**src/logic/spcr_pkg.sv**
```systemverilog
// Shared constants, carrier types and state codes for the serial port and rate clocks
`default_nettype none

package spcr_pkg;

  // ----------------------------------------------------------------
  // Reset values of the clock configuration
  // ----------------------------------------------------------------
  localparam logic [1:0] PRESCALE_RESET   = 2'h0;  // Divide by one
  localparam logic [2:0] OVERSAMPLE_RESET = 3'h3;  // Ratio 256

  // ----------------------------------------------------------------
  // Divider and timing counts
  // ----------------------------------------------------------------
  localparam logic [1:0] SAMPLE_DIV_LAST  = 2'h3;  // Analog clock divided by four
  localparam logic [3:0] OSR_BASE_LOG2    = 4'h5;  // Code 000 selects a ratio of 32
  localparam logic [4:0] READY_HALF_BASE  = 5'h2;  // Half sample period, in master ticks
  localparam logic [5:0] CMD_BITS         = 6'h08; // Command byte length
  localparam logic [5:0] FRAME_BITS       = 6'h18; // Two-wire frame length

  // ----------------------------------------------------------------
  // Field positions and encodings
  // ----------------------------------------------------------------
  localparam int         CMD_READ_POS     = 0;     // Command bit that marks a read
  localparam int         OSR_PIN_POS      = 2;     // Oversample bit replaced by the pin
  localparam logic [1:0] WORD_16          = 2'h0;  // Data word width codes
  localparam logic [1:0] WORD_24          = 2'h1;
  localparam logic [1:0] WORD_32          = 2'h2;
  localparam logic [5:0] WORD_16_BITS     = 6'h10;
  localparam logic [5:0] WORD_24_BITS     = 6'h18;
  localparam logic [5:0] WORD_32_BITS     = 6'h20;
  localparam int         RESULT_W         = 24;    // Conversion result width
  localparam int         ACC_W            = 13;    // Ones count up to 4096

  // ----------------------------------------------------------------
  // Carrier types
  // ----------------------------------------------------------------
  typedef struct packed {
    logic       external_clock_sel;  // 1 selects the direct clock input
    logic [1:0] prescale;            // Analog clock prescale code
    logic [2:0] oversample_sel;      // Oversampling ratio code
  } spcr_clk_cfg_s;

  typedef enum logic [1:0] {
    ST_IDLE  = 2'b00,  // No transfer open
    ST_CMD   = 2'b01,  // Receiving the command byte
    ST_WRITE = 2'b10,  // Receiving write data words
    ST_READ  = 2'b11   // Sending read data words
  } spcr_spi_state_e;

endpackage : spcr_pkg

`default_nettype wire

```
**src/logic/spcr_serial_port.sv**
```systemverilog
// Serial host port, master clock chain, data-ready pulse and sinc decimator
`default_nettype none

module spcr_serial_port (
  input  wire logic                    ref_clk_i,          // System clock, 20 MHz
  input  wire logic                    reset_n_i,          // Asynchronous reset
  input  wire logic                    device_reset_n_i,   // Reset pin level
  input  wire logic                    watchdog_reset_i,   // Watchdog timer reset pulse
  input  wire logic                    interface_sel_i,    // Low SPI, high two-wire
  input  wire spcr_pkg::spcr_clk_cfg_s clk_cfg_i,          // Clock chain configuration
  input  wire logic [1:0]              word_width_sel_i,   // Data word width code
  input  wire logic                    crystal_clock_i,    // Oscillator clock level
  input  wire logic                    direct_clock_in_i,  // Direct clock input level
  input  wire logic                    modulator_bit_i,    // Modulator output bit
  input  wire logic                    chip_select_n_i,    // SPI chip select
  input  wire logic                    serial_clock_i,     // Serial clock pin level
  input  wire logic                    serial_in_i,        // Serial data input pin
  output logic                         serial_out_o,       // Serial data output value
  output logic                         serial_out_oe_o,    // High while the pin is driven
  output logic                         result_ready_n_o,   // Data-ready pulse, active low
  output logic [spcr_pkg::RESULT_W-1:0] result_o,          // Latest conversion result
  output logic [31:0]                  write_data_o,       // Last written data word
  output logic                         write_valid_o,      // One-cycle pulse per word
  output logic                         two_wire_mode_o,    // Latched interface mode
  output logic                         spi_mode11_o,       // Serial clock idled high
  output logic                         oversample_pin_hi_o // Latched upper oversample bit
);
  import spcr_pkg::*;

  // ----------------------------------------------------------------
  // Declarations
  // ----------------------------------------------------------------
  logic                sck_reg;          // Serial clock, previous cycle
  logic                cs_n_reg;         // Chip select, previous cycle
  logic                xtal_reg;         // Oscillator clock, previous cycle
  logic                direct_clock_in_reg;         // Direct clock, previous cycle
  logic                sck_rise;         // Serial clock rising edge
  logic                sck_fall;         // Serial clock falling edge
  logic                cs_fall;          // Chip select falling edge
  logic                mode_pend_reg;    // Mode capture still owed after reset
  logic                mclk_tick;        // One master clock period elapsed
  logic [2:0]          pre_cnt_reg;      // Prescale divider count
  logic [2:0]          pre_last;         // Last prescale count
  logic                analog_tick;      // One analog clock period elapsed
  logic [1:0]          quarter_cnt_reg;  // Divide-by-four count
  logic                sample_tick;      // One sample clock period elapsed
  logic [2:0]          osr_eff;          // Oversample code actually in use
  logic [11:0]         osr_cnt_reg;      // Samples into the current result
  logic [11:0]         osr_last;         // Last sample of a result
  logic                result_done;      // Sample tick that closes a window
  logic [ACC_W-1:0]    acc_reg;          // Ones counted over the window
  logic                ready_evt_reg;    // One-cycle pulse per new result
  logic [4:0]          ready_cnt_reg;    // Master ticks left in the pulse
  logic [4:0]          ready_width;      // Half sample period in master ticks
  spcr_spi_state_e     state_reg;        // SPI transfer state
  logic [5:0]          bit_cnt_reg;      // Bits in the current byte or word
  logic [5:0]          word_bits;        // Data word length in bits
  logic [7:0]          cmd_reg;          // Command shift register
  logic [31:0]         shift_reg;        // Data shift register, both ways
  logic                link_open;        // Transfer allowed to proceed

  // ----------------------------------------------------------------
  // Pin edge detection
  // ----------------------------------------------------------------
  // Serial and master clocks are sampled as plain levels on the system
  // clock, so their phase relation never matters to the logic.
  always_ff @(posedge ref_clk_i or negedge reset_n_i) begin
    if (!reset_n_i) begin
      sck_reg  <= 1'b0;
      cs_n_reg <= 1'b1;
      xtal_reg <= 1'b0;
      direct_clock_in_reg <= 1'b0;
    end else begin
      sck_reg  <= serial_clock_i;
      cs_n_reg <= chip_select_n_i;
      xtal_reg <= crystal_clock_i;
      direct_clock_in_reg <= direct_clock_in_i;
    end
  end

  assign sck_rise  = serial_clock_i & ~sck_reg;
  assign sck_fall  = ~serial_clock_i & sck_reg;
  assign cs_fall   = ~chip_select_n_i & cs_n_reg;
  assign link_open = ~chip_select_n_i & device_reset_n_i;

  // ----------------------------------------------------------------
  // Interface mode latch
  // ----------------------------------------------------------------
  // The select level is caught on the first edge after reset release,
  // never under the asynchronous reset itself, and again per watchdog.
  always_ff @(posedge ref_clk_i or negedge reset_n_i) begin
    if (!reset_n_i) begin
      mode_pend_reg       <= 1'b1;
      two_wire_mode_o     <= 1'b0;
      oversample_pin_hi_o <= 1'b0;
    end else begin
      mode_pend_reg <= 1'b0;
      if (mode_pend_reg || watchdog_reset_i) begin
        two_wire_mode_o <= interface_sel_i;
        // Pin caught on entry to two-wire mode and at each watchdog reset that selects two-wire
        if (interface_sel_i && (!two_wire_mode_o || watchdog_reset_i || mode_pend_reg)) begin
          oversample_pin_hi_o <= serial_in_i;
        end
      end
    end
  end

  // ----------------------------------------------------------------
  // Master clock source and prescaler
  // ----------------------------------------------------------------
  // Two-wire mode runs the whole chain from the serial clock, so a gap
  // in that clock stalls conversion as well as the link.
  assign mclk_tick = two_wire_mode_o ? sck_rise :
                     (clk_cfg_i.external_clock_sel ? (direct_clock_in_i & ~direct_clock_in_reg) :
                                                     (crystal_clock_i & ~xtal_reg));
  assign pre_last  = 3'((4'h1 << clk_cfg_i.prescale) - 4'h1);
  assign analog_tick = mclk_tick && (pre_cnt_reg >= pre_last);

  // Prescale divider; a count above a freshly lowered limit wraps at once
  always_ff @(posedge ref_clk_i or negedge reset_n_i) begin
    if (!reset_n_i) begin
      pre_cnt_reg <= 3'h0;
    end else if (mclk_tick) begin
      if (pre_cnt_reg >= pre_last) begin
        pre_cnt_reg <= 3'h0;
      end else begin
        pre_cnt_reg <= pre_cnt_reg + 3'h1;
      end
    end
  end

  // ----------------------------------------------------------------
  // Sample clock: analog clock divided by four
  // ----------------------------------------------------------------
  assign sample_tick = analog_tick && (quarter_cnt_reg == SAMPLE_DIV_LAST);

  always_ff @(posedge ref_clk_i or negedge reset_n_i) begin
    if (!reset_n_i) begin
      quarter_cnt_reg <= 2'h0;
    end else if (analog_tick) begin
      quarter_cnt_reg <= quarter_cnt_reg + 2'h1;
    end
  end

  // ----------------------------------------------------------------
  // Oversampling and sinc decimation
  // ----------------------------------------------------------------
  // Two-wire mode takes the upper ratio bit from the latched pin.
  always_comb begin
    osr_eff = clk_cfg_i.oversample_sel;
    if (two_wire_mode_o) begin
      osr_eff[OSR_PIN_POS] = oversample_pin_hi_o;
    end
  end

  // Ratio doubles per code step, 32 to 4096, with any prescale.
  assign osr_last = 12'((13'h1 << (OSR_BASE_LOG2 + {1'b0, osr_eff})) - 13'h1);
  assign result_done = sample_tick && (osr_cnt_reg >= osr_last);

  // A boxcar over exactly one output period: its response is zero at
  // every multiple of the data rate. Cheap, but only first order.
  always_ff @(posedge ref_clk_i or negedge reset_n_i) begin
    if (!reset_n_i) begin
      osr_cnt_reg   <= 12'h000;
      acc_reg       <= '0;
      result_o      <= '0;
      ready_evt_reg <= 1'b0;
    end else begin
      ready_evt_reg <= 1'b0;
      if (sample_tick) begin
        // Exactly one modulator bit taken per sample period.
        if (osr_cnt_reg >= osr_last) begin
          osr_cnt_reg   <= 12'h000;
          acc_reg       <= '0;
          result_o      <= RESULT_W'(acc_reg + ACC_W'(modulator_bit_i));
          ready_evt_reg <= 1'b1;
        end else begin
          osr_cnt_reg <= osr_cnt_reg + 12'h001;
          acc_reg     <= acc_reg + ACC_W'(modulator_bit_i);
        end
      end
    end
  end

  // ----------------------------------------------------------------
  // Data-ready pulse
  // ----------------------------------------------------------------
  assign ready_width = 5'(READY_HALF_BASE << clk_cfg_i.prescale);

  // Low for half a sample period counted in master ticks, so it follows
  // the master clock; nothing holds it once the count runs out.
  always_ff @(posedge ref_clk_i or negedge reset_n_i) begin
    if (!reset_n_i) begin
      ready_cnt_reg    <= 5'h00;
      result_ready_n_o <= 1'b1;
    end else if (two_wire_mode_o) begin
      ready_cnt_reg    <= 5'h00;  // Pin is an input here, never pulsed
      result_ready_n_o <= 1'b1;
    end else begin
      // Falls on the master tick that closes the window, so it is exactly half a period
      if (result_done) begin
        ready_cnt_reg    <= ready_width;
        result_ready_n_o <= 1'b0;
      end else if (mclk_tick && ready_cnt_reg != 5'h00) begin
        ready_cnt_reg    <= ready_cnt_reg - 5'h01;
        result_ready_n_o <= (ready_cnt_reg == 5'h01);
      end
    end
  end

  // ----------------------------------------------------------------
  // Word width decode
  // ----------------------------------------------------------------
  always_comb begin
    case (word_width_sel_i)
      WORD_16: word_bits = WORD_16_BITS;
      WORD_24: word_bits = WORD_24_BITS;
      WORD_32: word_bits = WORD_32_BITS;
      default: word_bits = WORD_24_BITS;  // Unused code falls back to 24
    endcase
  end

  // ----------------------------------------------------------------
  // Serial link: SPI transfers and two-wire frames
  // ----------------------------------------------------------------
  // One process owns the output pin so the two modes never fight over it.
  always_ff @(posedge ref_clk_i or negedge reset_n_i) begin
    if (!reset_n_i) begin
      state_reg       <= ST_IDLE;
      bit_cnt_reg     <= 6'h00;
      cmd_reg         <= 8'h00;
      shift_reg       <= 32'h0000_0000;
      serial_out_o    <= 1'b0;
      serial_out_oe_o <= 1'b0;
      write_data_o    <= 32'h0000_0000;
      write_valid_o   <= 1'b0;
      spi_mode11_o    <= 1'b0;
    end else begin
      write_valid_o <= 1'b0;
      if (two_wire_mode_o) begin
        // Only output in this mode, so it is driven all the time.
        state_reg       <= ST_IDLE;
        serial_out_oe_o <= 1'b1;
        if (ready_evt_reg) begin
          shift_reg   <= result_next_frame();
          bit_cnt_reg <= FRAME_BITS;
        end else if (sck_fall && bit_cnt_reg != 6'h00) begin
          serial_out_o <= shift_reg[31];
          shift_reg    <= {shift_reg[30:0], 1'b0};
          bit_cnt_reg  <= bit_cnt_reg - 6'h01;
        end
      end else if (!link_open) begin
        // Chip select high or reset pin low: pin released, transfer dropped
        state_reg       <= ST_IDLE;
        serial_out_oe_o <= 1'b0;
        bit_cnt_reg     <= 6'h00;
      end else begin
        case (state_reg)
          ST_IDLE: begin
            if (cs_fall) begin
              state_reg    <= ST_CMD;
              spi_mode11_o <= serial_clock_i;
              bit_cnt_reg  <= 6'h00;
            end
          end
          ST_CMD: begin
            serial_out_oe_o <= 1'b0;
            if (sck_rise) begin
              cmd_reg <= {cmd_reg[6:0], serial_in_i};
              if (bit_cnt_reg == CMD_BITS - 6'h01) begin
                bit_cnt_reg <= 6'h00;
                if (serial_in_i == 1'b1 && CMD_READ_POS == 0) begin
                  state_reg <= ST_READ;
                  shift_reg <= load_word();
                end else begin
                  state_reg <= ST_WRITE;
                  shift_reg <= 32'h0000_0000;
                end
              end else begin
                bit_cnt_reg <= bit_cnt_reg + 6'h01;
              end
            end
          end
          ST_WRITE: begin
            // Output stays released through the whole write.
            serial_out_oe_o <= 1'b0;
            if (sck_rise) begin
              if (bit_cnt_reg == word_bits - 6'h01) begin
                bit_cnt_reg   <= 6'h00;
                shift_reg     <= 32'h0000_0000;  // Next word starts clean, right-aligned
                write_data_o  <= {shift_reg[30:0], serial_in_i};
                write_valid_o <= 1'b1;
              end else begin
                bit_cnt_reg <= bit_cnt_reg + 6'h01;
                shift_reg   <= {shift_reg[30:0], serial_in_i};
              end
            end
          end
          ST_READ: begin
            // Input pin not looked at here: reads are output only.
            if (sck_fall) begin
              serial_out_oe_o <= 1'b1;
              serial_out_o    <= shift_reg[31];
              if (bit_cnt_reg == word_bits - 6'h01) begin
                bit_cnt_reg <= 6'h00;
                shift_reg   <= load_word();  // Continuous read reloads the latest result
              end else begin
                bit_cnt_reg <= bit_cnt_reg + 6'h01;
                shift_reg   <= {shift_reg[30:0], 1'b0};
              end
            end
          end
          default: begin
            state_reg <= ST_IDLE;
          end
        endcase
      end
    end
  end

  // ----------------------------------------------------------------
  // Word loading helpers
  // ----------------------------------------------------------------
  // Read word, left-justified in the shift register; 16 bits keep the top
  function automatic logic [31:0] load_word();
    logic [31:0] word;
    word = {result_o, 8'h00};
    if (word_width_sel_i == WORD_16) begin
      word = {result_o[RESULT_W-1:8], 16'h0000};
    end
    return word;
  endfunction : load_word

  // Two-wire frame word, left-justified
  function automatic logic [31:0] result_next_frame();
    return {result_o, 8'h00};
  endfunction : result_next_frame

endmodule : spcr_serial_port

`default_nettype wire

```
**config.mk**
```make
export PLATFORM = sky130hd
export DESIGN_NAME = spcr_serial_port
export DESIGN_NICKNAME = d
export VERILOG_FILES = /design/src/logic/spcr_pkg.sv /design/src/logic/spcr_serial_port.sv
export SDC_FILE = /design/constraint.sdc
export NUM_CORES = 1
export LEC_CHECK = 0
export ABC_AREA = 1
export BUFFER_PORTS_ARGS = -buffer_cell sky130_fd_sc_hd__buf_2
export CAP_MARGIN = 20
export CORE_ASPECT_RATIO = 1.5
export CORE_MARGIN = 2
export CORE_UTILIZATION = 63
export CTS_CLUSTER_DIAMETER = 40
export CTS_CLUSTER_SIZE = 20
export DETAILED_ROUTE_END_ITERATION = 10
export PLACE_DENSITY = 0.88
export SLEW_MARGIN = 20
export SYNTH_ARGS = -nofsm -noshare
export SYNTH_HDL_FRONTEND = slang
export SYNTH_SLANG_ARGS = --single-unit
```
**constraint.sdc**
```tcl
create_clock -name ref_clk_i -period 7.5 [get_ports ref_clk_i]
set_input_delay 1.5 -clock ref_clk_i [delete_from_list [all_inputs] [get_ports ref_clk_i]]
set_output_delay 1.5 -clock ref_clk_i [all_outputs]
set_load 0.02 [all_outputs]
```
==> metrics.txt, run 1 <==
multi-input logic area=3200 sq um; H-Tree Depth=4; number of flops mapped to enable cells by yosys=0; WL met1=6340 um; initial antenna violation count=0; CP dominant cell by count=nand2_1; worst endpoint data arrival time=3.90 ns; cts bufs inserted=17; port buffer count=71; Req. time, crit path=7.79 ns; worst-path maximum fanout=41; core footprint=11100 sq um; Netlist Area Pre-Place=7190 sq um; synthesized instance count=869; Area Growth Syn to Fin=13.5%; # diodes=0; cts hold-fix bufs=0; setup bufs post-CTS=0; CP Cell Sequence=buf_2 > nand2_1 > nand2_1 > o31ai_1 > ha_1 > nand2_1 > inv_1 > nand2_1 > nand2_1 > a21oi_1 > nand2_1 > nand2_2 > inv_1 > nand2_1 > o21ai_0; Congestion Overflow GR=0; FILL cells=799; Leak=4.11 nW; Synth Register Bits=134; PostCTS Resize Cnt=0; Slew Viols, Final=0; fin crit share=48.1%; DRT antenna net count=0; initial DRC count=485; Setup CP Type=in -> reg; Post-route DRC=0; DIE AREA=12300 sq um; Post-Route WL=16700 um; storage element area=3360 sq um; Post-synth ARST share=100%; clk root buf=clkbuf_16; Final Hold Fails=0; Worst path top cell family by delay=simple AND/OR/NAND/NOR gates; Die Y=135 um; top routing layer used=met4; first-pass GRT wire length=28200 um; Syn Area/Cell=8.27 sq um; Vias=6202; Least-Margin Pin Slew=0.759 ns; Placer Congestion=0.899; Slew headroom=49.4%; Buf+Inv Stages, Crit Path=3; WL/cell=15.3 um; Worst setup SP type=primary input; RSZ-0062 raised after global routing=no; Tot GR Track Use=28.8%; status=complete, no violations; count of cell types in the netlist=44; largest net degree at the start of global routing=87; Worst-path clk slew=0.06 ns; Worst path slowest cell=nand2_2; non-filler cells, final=1090; metal3 WL=832 um; predominant post-synthesis flop cell=dfrtp_1; WHS=0.463 ns; CTS tree=done; dpl hpwl=10800 um; vias in the first global route=6107; vias per inst=5.69; min cycle time layout=3.61 ns; Clk Latency, worst-skew pair=0.42 ns; layout cell share with drive strength beyond 1=14.4%; clock sink total=134; router iterations before antenna repair=7; Initial Util=65.0%; Die W=91.2 um; CP endpoint kind=flip-flop; achievable frequency=277 MHz; setup_tns=0 ns; Detail Route met2 WL=8850 um; Worst VDD drop=236 uV; total power=2.76 mW; part of the Yosys area used for sequential elements=46.7%; Hold Path Class=reg -> reg; max_cap viols=0; Final Setup Violations=0; PD cells=338 nW/um^2; Ys Warns=0; Site Rows=47; I/O pin cnt=82; CTS Buffer Depth=2; dpl cells=1059; worst clock skew=0.00766 ns; Nets=981; crit-path max cell delay=0.57 ns
[area by class of cell]
type | count | area share [%]
multi-input combinational | 598 | 39.3
clock inverter | 13 | 2.36
tap | 147 | 2.25
sequential | 134 | 41.2
inverter | 108 | 5.00
timing repair buffer | 72 | 4.57
clock buffer | 18 | 5.38
[cell usage after synthesis (8+ instances only)]
cell,n,share of area (%)
dfrtp_1,131,46
buf_4,15,1.6
o21ai_1,19,1.3
buf_2,10,0.70
a21oi_1,27,1.9
nand4_1,8,0.70
ha_1,31,5.4
nand2_1,191,10
nor3_1,9,0.63
nor2_1,72,3.8
nand3_1,58,4.0
o21ai_0,79,5.5
clkbuf_1,8,0.42
o22ai_1,8,0.70
o31ai_1,10,1.0
xor2_1,24,2.9
inv_1,100,5.2
a22oi_1,8,0.84
[path summary, 6_finish.rpt]
check                           startpoint               to  slack [ns]  depth (start not counted)
max                           clk_cfg_i[2]      result_o[9]        3.89                         15
min                         pre_cnt_reg[2]   pre_cnt_reg[2]        0.46                          1
max reg2reg                two_wire_mode_o      result_o[9]        4.09                         15
min reg2reg                 pre_cnt_reg[2]   pre_cnt_reg[2]        0.46                          1
max in group asynchronous        reset_n_i   osr_cnt_reg[4]        5.38                          2
min in group asynchronous        reset_n_i  two_wire_mode_o        1.02                          1
[routing by layer]
| layer | vias up | global-route usage [%] |
|---|---|---|
| met1 | 2946 | 32.4 |
| met4 | 0 | 15.6 |
| li1 | 2936 | - |
| met3 | 67 | 5.86 |
| met2 | 253 | 51.0 |
| met5 | - | 0 |
[cell usage in the layout (no fill, tap or decap), drive strengths merged, types with 4 or more instances in the layout]
master	synthesis	layout
nand2	195	195
dfrtp	131	131
inv	108	113
o21ai	100	100
nor2	78	78
buf	33	72
nand3	63	63
ha	31	31
a21oi	28	28
xor2	24	24
clkbuf	9	18
conb	2	15
o31ai	10	10
nor3	10	10
nand4	8	8
o22ai	8	8
a22oi	8	8
nand3b	7	7
bufinv	0	4
[where the power goes]
| group | internal, mW | switching, mW |
|---|---|---|
| Clock | 0.568 | 0.328 |
| Combinational | 0.291 | 0.532 |
| Sequential | 0.879 | 0.161 |
| Total | 1.74 | 1.02 |
[worst reg2reg max path: cells and delay by family, from the launching register on]
| family | cells | cell delay [ns] |
|---|---|---|
| AO/OA/AOI/OAI | 3 | 0.48 |
| flip-flops | 1 | 0.67 |
| AND/OR/NAND/NOR | 8 | 1.37 |
| buffers and inverters | 3 | 0.50 |
| adder cells (fa/ha/maj) | 1 | 0.27 |
[cell families (layout without fill, tap and decap cells)]
kind of cell	count (synthesis)	after routing	share of synthesized area, %
xor+xnor	27	27	3.29
other cells	2	15	0.104
buf+inv	150	211	9.58
simple gates	363	363	22.3
compound gates	161	161	12.5
fa+ha+maj	31	31	5.40
mux	1	1	0.157
flops	134	134	46.7
[stage by stage]
stage                     setup slack [ns]  utilization (%)  instance area (sq um)
after detailed placement              3.53             68.0                   7510
after global placement                3.62             68.0                   7510
after CTS                             3.92             73.7                   8150
final                                 3.89             73.8                   8160
after global routing                  3.50             73.8                   8160
after floorplan                       4.29                -                   7240
No activity file was read; power rests on OpenSTA's default activity.
==> run 2: changes to the inputs <==
Settings changed: CORE_UTILIZATION 63 to 53, PLACE_DENSITY 0.88 to 0.79.
Clock period 7.5 ns to 3 ns, I/O delays scaled along.
==> metrics.txt, run 2 (same netlist as run 1, synthesis figures left out) <==
Nets=992; dpl hpwl=11100 um; Tot GR Track Use=22.4%; worst-path maximum fanout=25; worst clock skew=0.0105 ns; clk root buf=clkbuf_16; Post-route DRC=0; CTS tree=done; DRT antenna net count=0; Least-Margin Pin Slew=0.689 ns; total power=6.65 mW; achievable frequency=387 MHz; Site Rows=52; first-pass GRT wire length=26300 um; most common cell after layout, fill and taps aside=nand2_1; dpl ws=0.278 ns; FF-to-FF setup slack=0.42 ns; Post-Route WL=15600 um; Area Growth Syn to Fin=14.4%; FF-to-FF path depth=15; PD cells=809 nW/um^2; initial DRC count=326; router iterations before antenna repair=4; setup bufs post-CTS=0; non-filler cells, final=1117; fin crit share=86.0%; core footprint=13400 sq um; port buffer count=71; Final WS setup=0.419 ns; Die W=99.1 um; worst endpoint data arrival time=2.91 ns; PostCTS Resize Cnt=0; cts hold-fix bufs=0; Placer Congestion=0.925; Leak=4.14 nW; Slew headroom=54.0%; H-Tree Depth=4; min cycle time layout=2.58 ns; initial antenna violation count=0; crit path capture=result_o[13]; Worst Setup SP=two_wire_mode_o; max_cap viols=0; clock sink total=134; Final Setup Violations=0; worst r2r src=two_wire_mode_o; status=complete, no violations; Worst VDD drop=354 uV; I/O pin cnt=82; most frequent cells in the layout=191 x nand2_1, 131 x dfrtp_1, 100 x inv_1, 79 x o21ai_0, 72 x nor2_1; Vias=5907; Req. time, crit path=3.33 ns; Initial Util=53.6%; setup_tns=0 ns; WL/cell=14.0 um; cts bufs inserted=17; reg-to-reg endpoint=result_o[13]; Final Hold Fails=0; Die Y=147 um; FILL cells=1149; layout cell share with drive strength beyond 1=15.5%; Congestion Overflow GR=0; vias per inst=5.29; dpl cells=1085; Worst-path clk slew=0.06 ns; CP endpoint kind=flip-flop; post-layout util=61.4%; CTS Buffer Depth=2; Hold Path Class=in -> async; RSZ-0062 raised after global routing=no; Slew Viols, Final=0; Clk Latency, worst-skew pair=0.42 ns; vias in the first global route=5678; largest net degree at the start of global routing=59; Setup CP Type=reg -> reg; # diodes=0; DIE AREA=14500 sq um; Worst setup SP type=flip-flop
## run 2: changes by cell type in the layout (fill, tap and decap cells not counted)
cell,change
buf_12,+2
buf_4,+10
buf_6,-1
bufinv_16,-3
clkbuf_8,+2
clkinvlp_4,+3
inv_6,-2
inv_8,+1
nand3_2,+1
nand3_4,-1
## run 2: worst min-delay path by stage
stage | startpoint | endpoint | slack, ns | depth (start not counted)
detailed placement | pre_cnt_reg[2] | pre_cnt_reg[2] | 0.47 | 1
floorplan | reset_n_i | acc_reg[0] | 0.30 | 0
global placement | write_data_o[5] | write_data_o[5] | 0.46 | 2
global route | reset_n_i | xtal_reg | 0.17 | 1
finish | reset_n_i | xtal_reg | 0.13 | 1
CTS | reset_n_i | xtal_reg | 0.16 | 1
## run 2: through the flow
stage | hold WS, ns | cell area, sq um
after CTS | 0.156 | 8230
after detailed placement | 0.466 | 7640
after floorplan | 0.304 | 7240
final | 0.135 | 8230
after global placement | 0.460 | 7640
after global routing | 0.171 | 8230
## run 2: per-layer routing
layer	routed length (um)	GRT usage [%]	vias to the layer above
li1	-	-	2947
met1	6470	26.5	2787
met2	8300	40.0	143
met3	464	3.97	30
met4	361	8.63	0
met5	0	0	-
## run 2: cell type report
class                   count  area [sq um]  area share (%)
inverters                 108           408            4.96
multi-input cells         598          3200            38.8
repair buffers             83           477            5.80
clock inverters            12           119            1.45
clock buffers              20           467            5.67
flip-flops and latches    134          3360            40.8
well taps                 162           203            2.46
## run 2: where the power goes
part | internal [mW] | leakage (nW) | switching [mW]
Sequential | 2.20 | 1.77 | 0.382
Combinational | 0.761 | 2.10 | 1.26
Clock | 1.22 | 0.274 | 0.836
## run 2: worst max-delay path, stage by stage, from the launching register on
cell	delay, ns
dfrtp_1	0.52
nand2_1	0.11
nand2_1	0.22
nand2_1	0.07
o21ai_0	0.07
inv_1	0.06
ha_1	0.27
nand2_1	0.05
nor2_1	0.13
inv_1	0.06
nor2_1	0.09
nand2_1	0.06
nand2_1	0.10
nand2_2	0.19
buf_4	0.28
o31ai_1	0.21
==> run 3: changes to the inputs <==
Settings changed: ABC_AREA 1 to unset, PLACE_DENSITY 0.79 to 0.8.
==> metrics.txt, run 3 <==
Die W=97.2 um; router iterations before antenna repair=5; worst endpoint data arrival time=3.17 ns; top-area cell type share of the netlist area=47.5%; worst-path maximum fanout=34; vias per inst=5.87; worst r2r src=two_wire_mode_o; Congestion Overflow GR=0; Vias=5713; dpl hpwl=11200 um; WL/cell=16.7 um; Netlist Area Pre-Place=6900 sq um; Site Rows=51; WHS=0.0975 ns; first-pass GRT wire length=27500 um; vias in the first global route=5774; reg-to-reg endpoint=osr_cnt_reg[0]; core footprint=12800 sq um; Ys Warns=0; post-route cell area=8070 sq um; Initial Util=53.8%; crit path capture=osr_cnt_reg[0]; Synth area leaders=dfrtp_1 47%, nand2_1 7.7%, ha_1 5.6%; fin crit share=95.3%; port buffer count=71; Tot GR Track Use=24.1%; Placer Congestion=0.958; status=complete, no violations; cell taking the most area after synthesis=dfrtp_1; CTS Buffer Depth=2; Final Setup Violations=0; Final Hold Fails=0; most common cell after layout, fill and taps aside=nand2_1; Worst Setup SP=two_wire_mode_o; CP Cell Sequence=mux2_2 > nor2_1 > mux2i_1 > ha_1 > nand2_1 > o21ai_0 > a41oi_1 > o21ai_2 > buf_4 > nor2_1 > buf_4 > mux2_2; FF-to-FF setup slack=0.14 ns; CTS tree=done; H-Tree Depth=4; achievable frequency=350 MHz; max_cap viols=0; CP endpoint kind=flip-flop; Worst path slowest cell=mux2_2; PD cells=670 nW/um^2; post-layout util=62.9%; Clk Latency, worst-skew pair=0.42 ns; Nets=851; initial antenna violation count=0; cts bufs inserted=17; RSZ-0062 raised after global routing=no; initial DRC count=389; crit-path max cell delay=0.40 ns; Req. time, crit path=3.31 ns; Post-synth top cells=141 x nand2_1, 131 x dfrtp_1, 52 x o21ai_0; Area Growth Syn to Fin=16.9%; part of the Yosys area used for sequential elements=48.6%; Setup CP Type=reg -> reg; synthesized instance count=723; Worst-path clk slew=0.07 ns; FILL cells=1016; area of placed instances=7450 sq um; top-count cell post-synth=nand2_1; count of cell types in the netlist=57; Slew Viols, Final=0; Synth Register Bits=134; Worst VDD drop=448 uV; Worst setup SP type=flip-flop; worst clock skew=0.00654 ns; Die Y=144 um; min cycle time layout=2.86 ns; Post-route DRC=0; Slew headroom=45.1%; number of flops mapped to enable cells by yosys=0; Least-Margin Pin Slew=0.812 ns; DRT antenna net count=0; DIE AREA=14000 sq um; # diodes=0; FF-to-FF path depth=12; largest net degree at the start of global routing=72; clk root buf=clkbuf_16; Syn Area/Cell=9.55 sq um; predominant post-synthesis flop cell=dfrtp_1; setup bufs post-CTS=0; most frequent cells in the layout=141 x nand2_1, 130 x dfrtp_1, 70 x buf_2, 52 x o21ai_0, 41 x nor2_1; I/O pin cnt=82; Post-synth ARST share=100%; Post-Route WL=16200 um; layout cell share with drive strength beyond 1=19.7%; Leak=4.01 nW; Hold Path Class=in -> async; clock sink total=134
[run 3: cell count changes after synthesis, sizes merged, moves of 24 or more]
cell / delta
inv: -89
xor2: -24
a22o: +35
nand2: -54
o21ai: -47
nand3: -48
nor2: -37
[run 3: stage by stage]
step	TNS, ns	setup WS [ns]	instances	power, mW
final	0	0.140	973	5.40
after floorplan	0	0.0147	736	2.90
after detailed placement	-1.96	-0.185	941	3.21
after CTS	0	0.0252	973	5.40
after global placement	-0.276	-0.0474	941	3.13
after global routing	0	0.0260	973	5.65
[run 3: final cells by class]
class                   count  area [sq um]  area share [%]
clock buffers              17           425            5.27
well taps                 159           199            2.46
multi-input cells         537          3290            40.8
flip-flops and latches    134          3360            41.6
clock inverters            15           199            2.46
inverters                  19          71.3           0.884
repair buffers             92           528            6.54
[run 3: kinds of logic after synthesis]
family	after synthesis	share of synthesized area, %
adder cells (fa/ha/maj)	31	5.62
AND/OR/NAND/NOR	278	18.5
XOR/XNOR	14	1.78
buffers and inverters	65	4.53
AO/OA/AOI/OAI	177	17.3
multiplexers	22	3.53
other	2	0.109
flip-flops	134	48.6
[run 3: worst min-delay path by stage]
stage,slack [ns],to,startpoint
finish,0.1,bit_cnt_reg[4],reset_n_i
CTS,0.11,serial_out_o,reset_n_i
global route,0.13,bit_cnt_reg[4],reset_n_i
floorplan,0.30,acc_reg[0],reset_n_i
detailed placement,0.46,write_data_o[10],write_data_o[10]
global placement,0.45,write_data_o[6],write_data_o[6]
[run 3: worst max-delay path: cells and delay by family (launching register included)]
| family | cells | cell delay [ns] |
|---|---|---|
| AOI/OAI and AO/OA | 3 | 0.54 |
| buffers and inverters | 2 | 0.54 |
| adders and majority gates | 1 | 0.15 |
| and+or+nand+nor | 3 | 0.27 |
| muxes | 3 | 0.89 |
| DFF | 1 | 0.36 |
[run 3: power by group]
part	switching, mW	leakage, nW	internal, mW
Sequential	0.182	1.82	1.96
Clock	0.915	0.309	1.28
Combinational	0.633	1.88	0.431
Total	1.73	4.01	3.67
[run 3: what timing repair did]
item	CTS	global route
gates resized for setup	0	1
endpoints found under the setup margin	0	13
hold buffers	0	0
[run 3: per-layer routing]
metal	GRT usage, %	vias up	routed length (um)
li1	-	2689	-
met1	27.3	2756	6300
met2	43.5	213	8550
met3	3.65	55	660
met4	13.5	0	710
met5	0	-	0
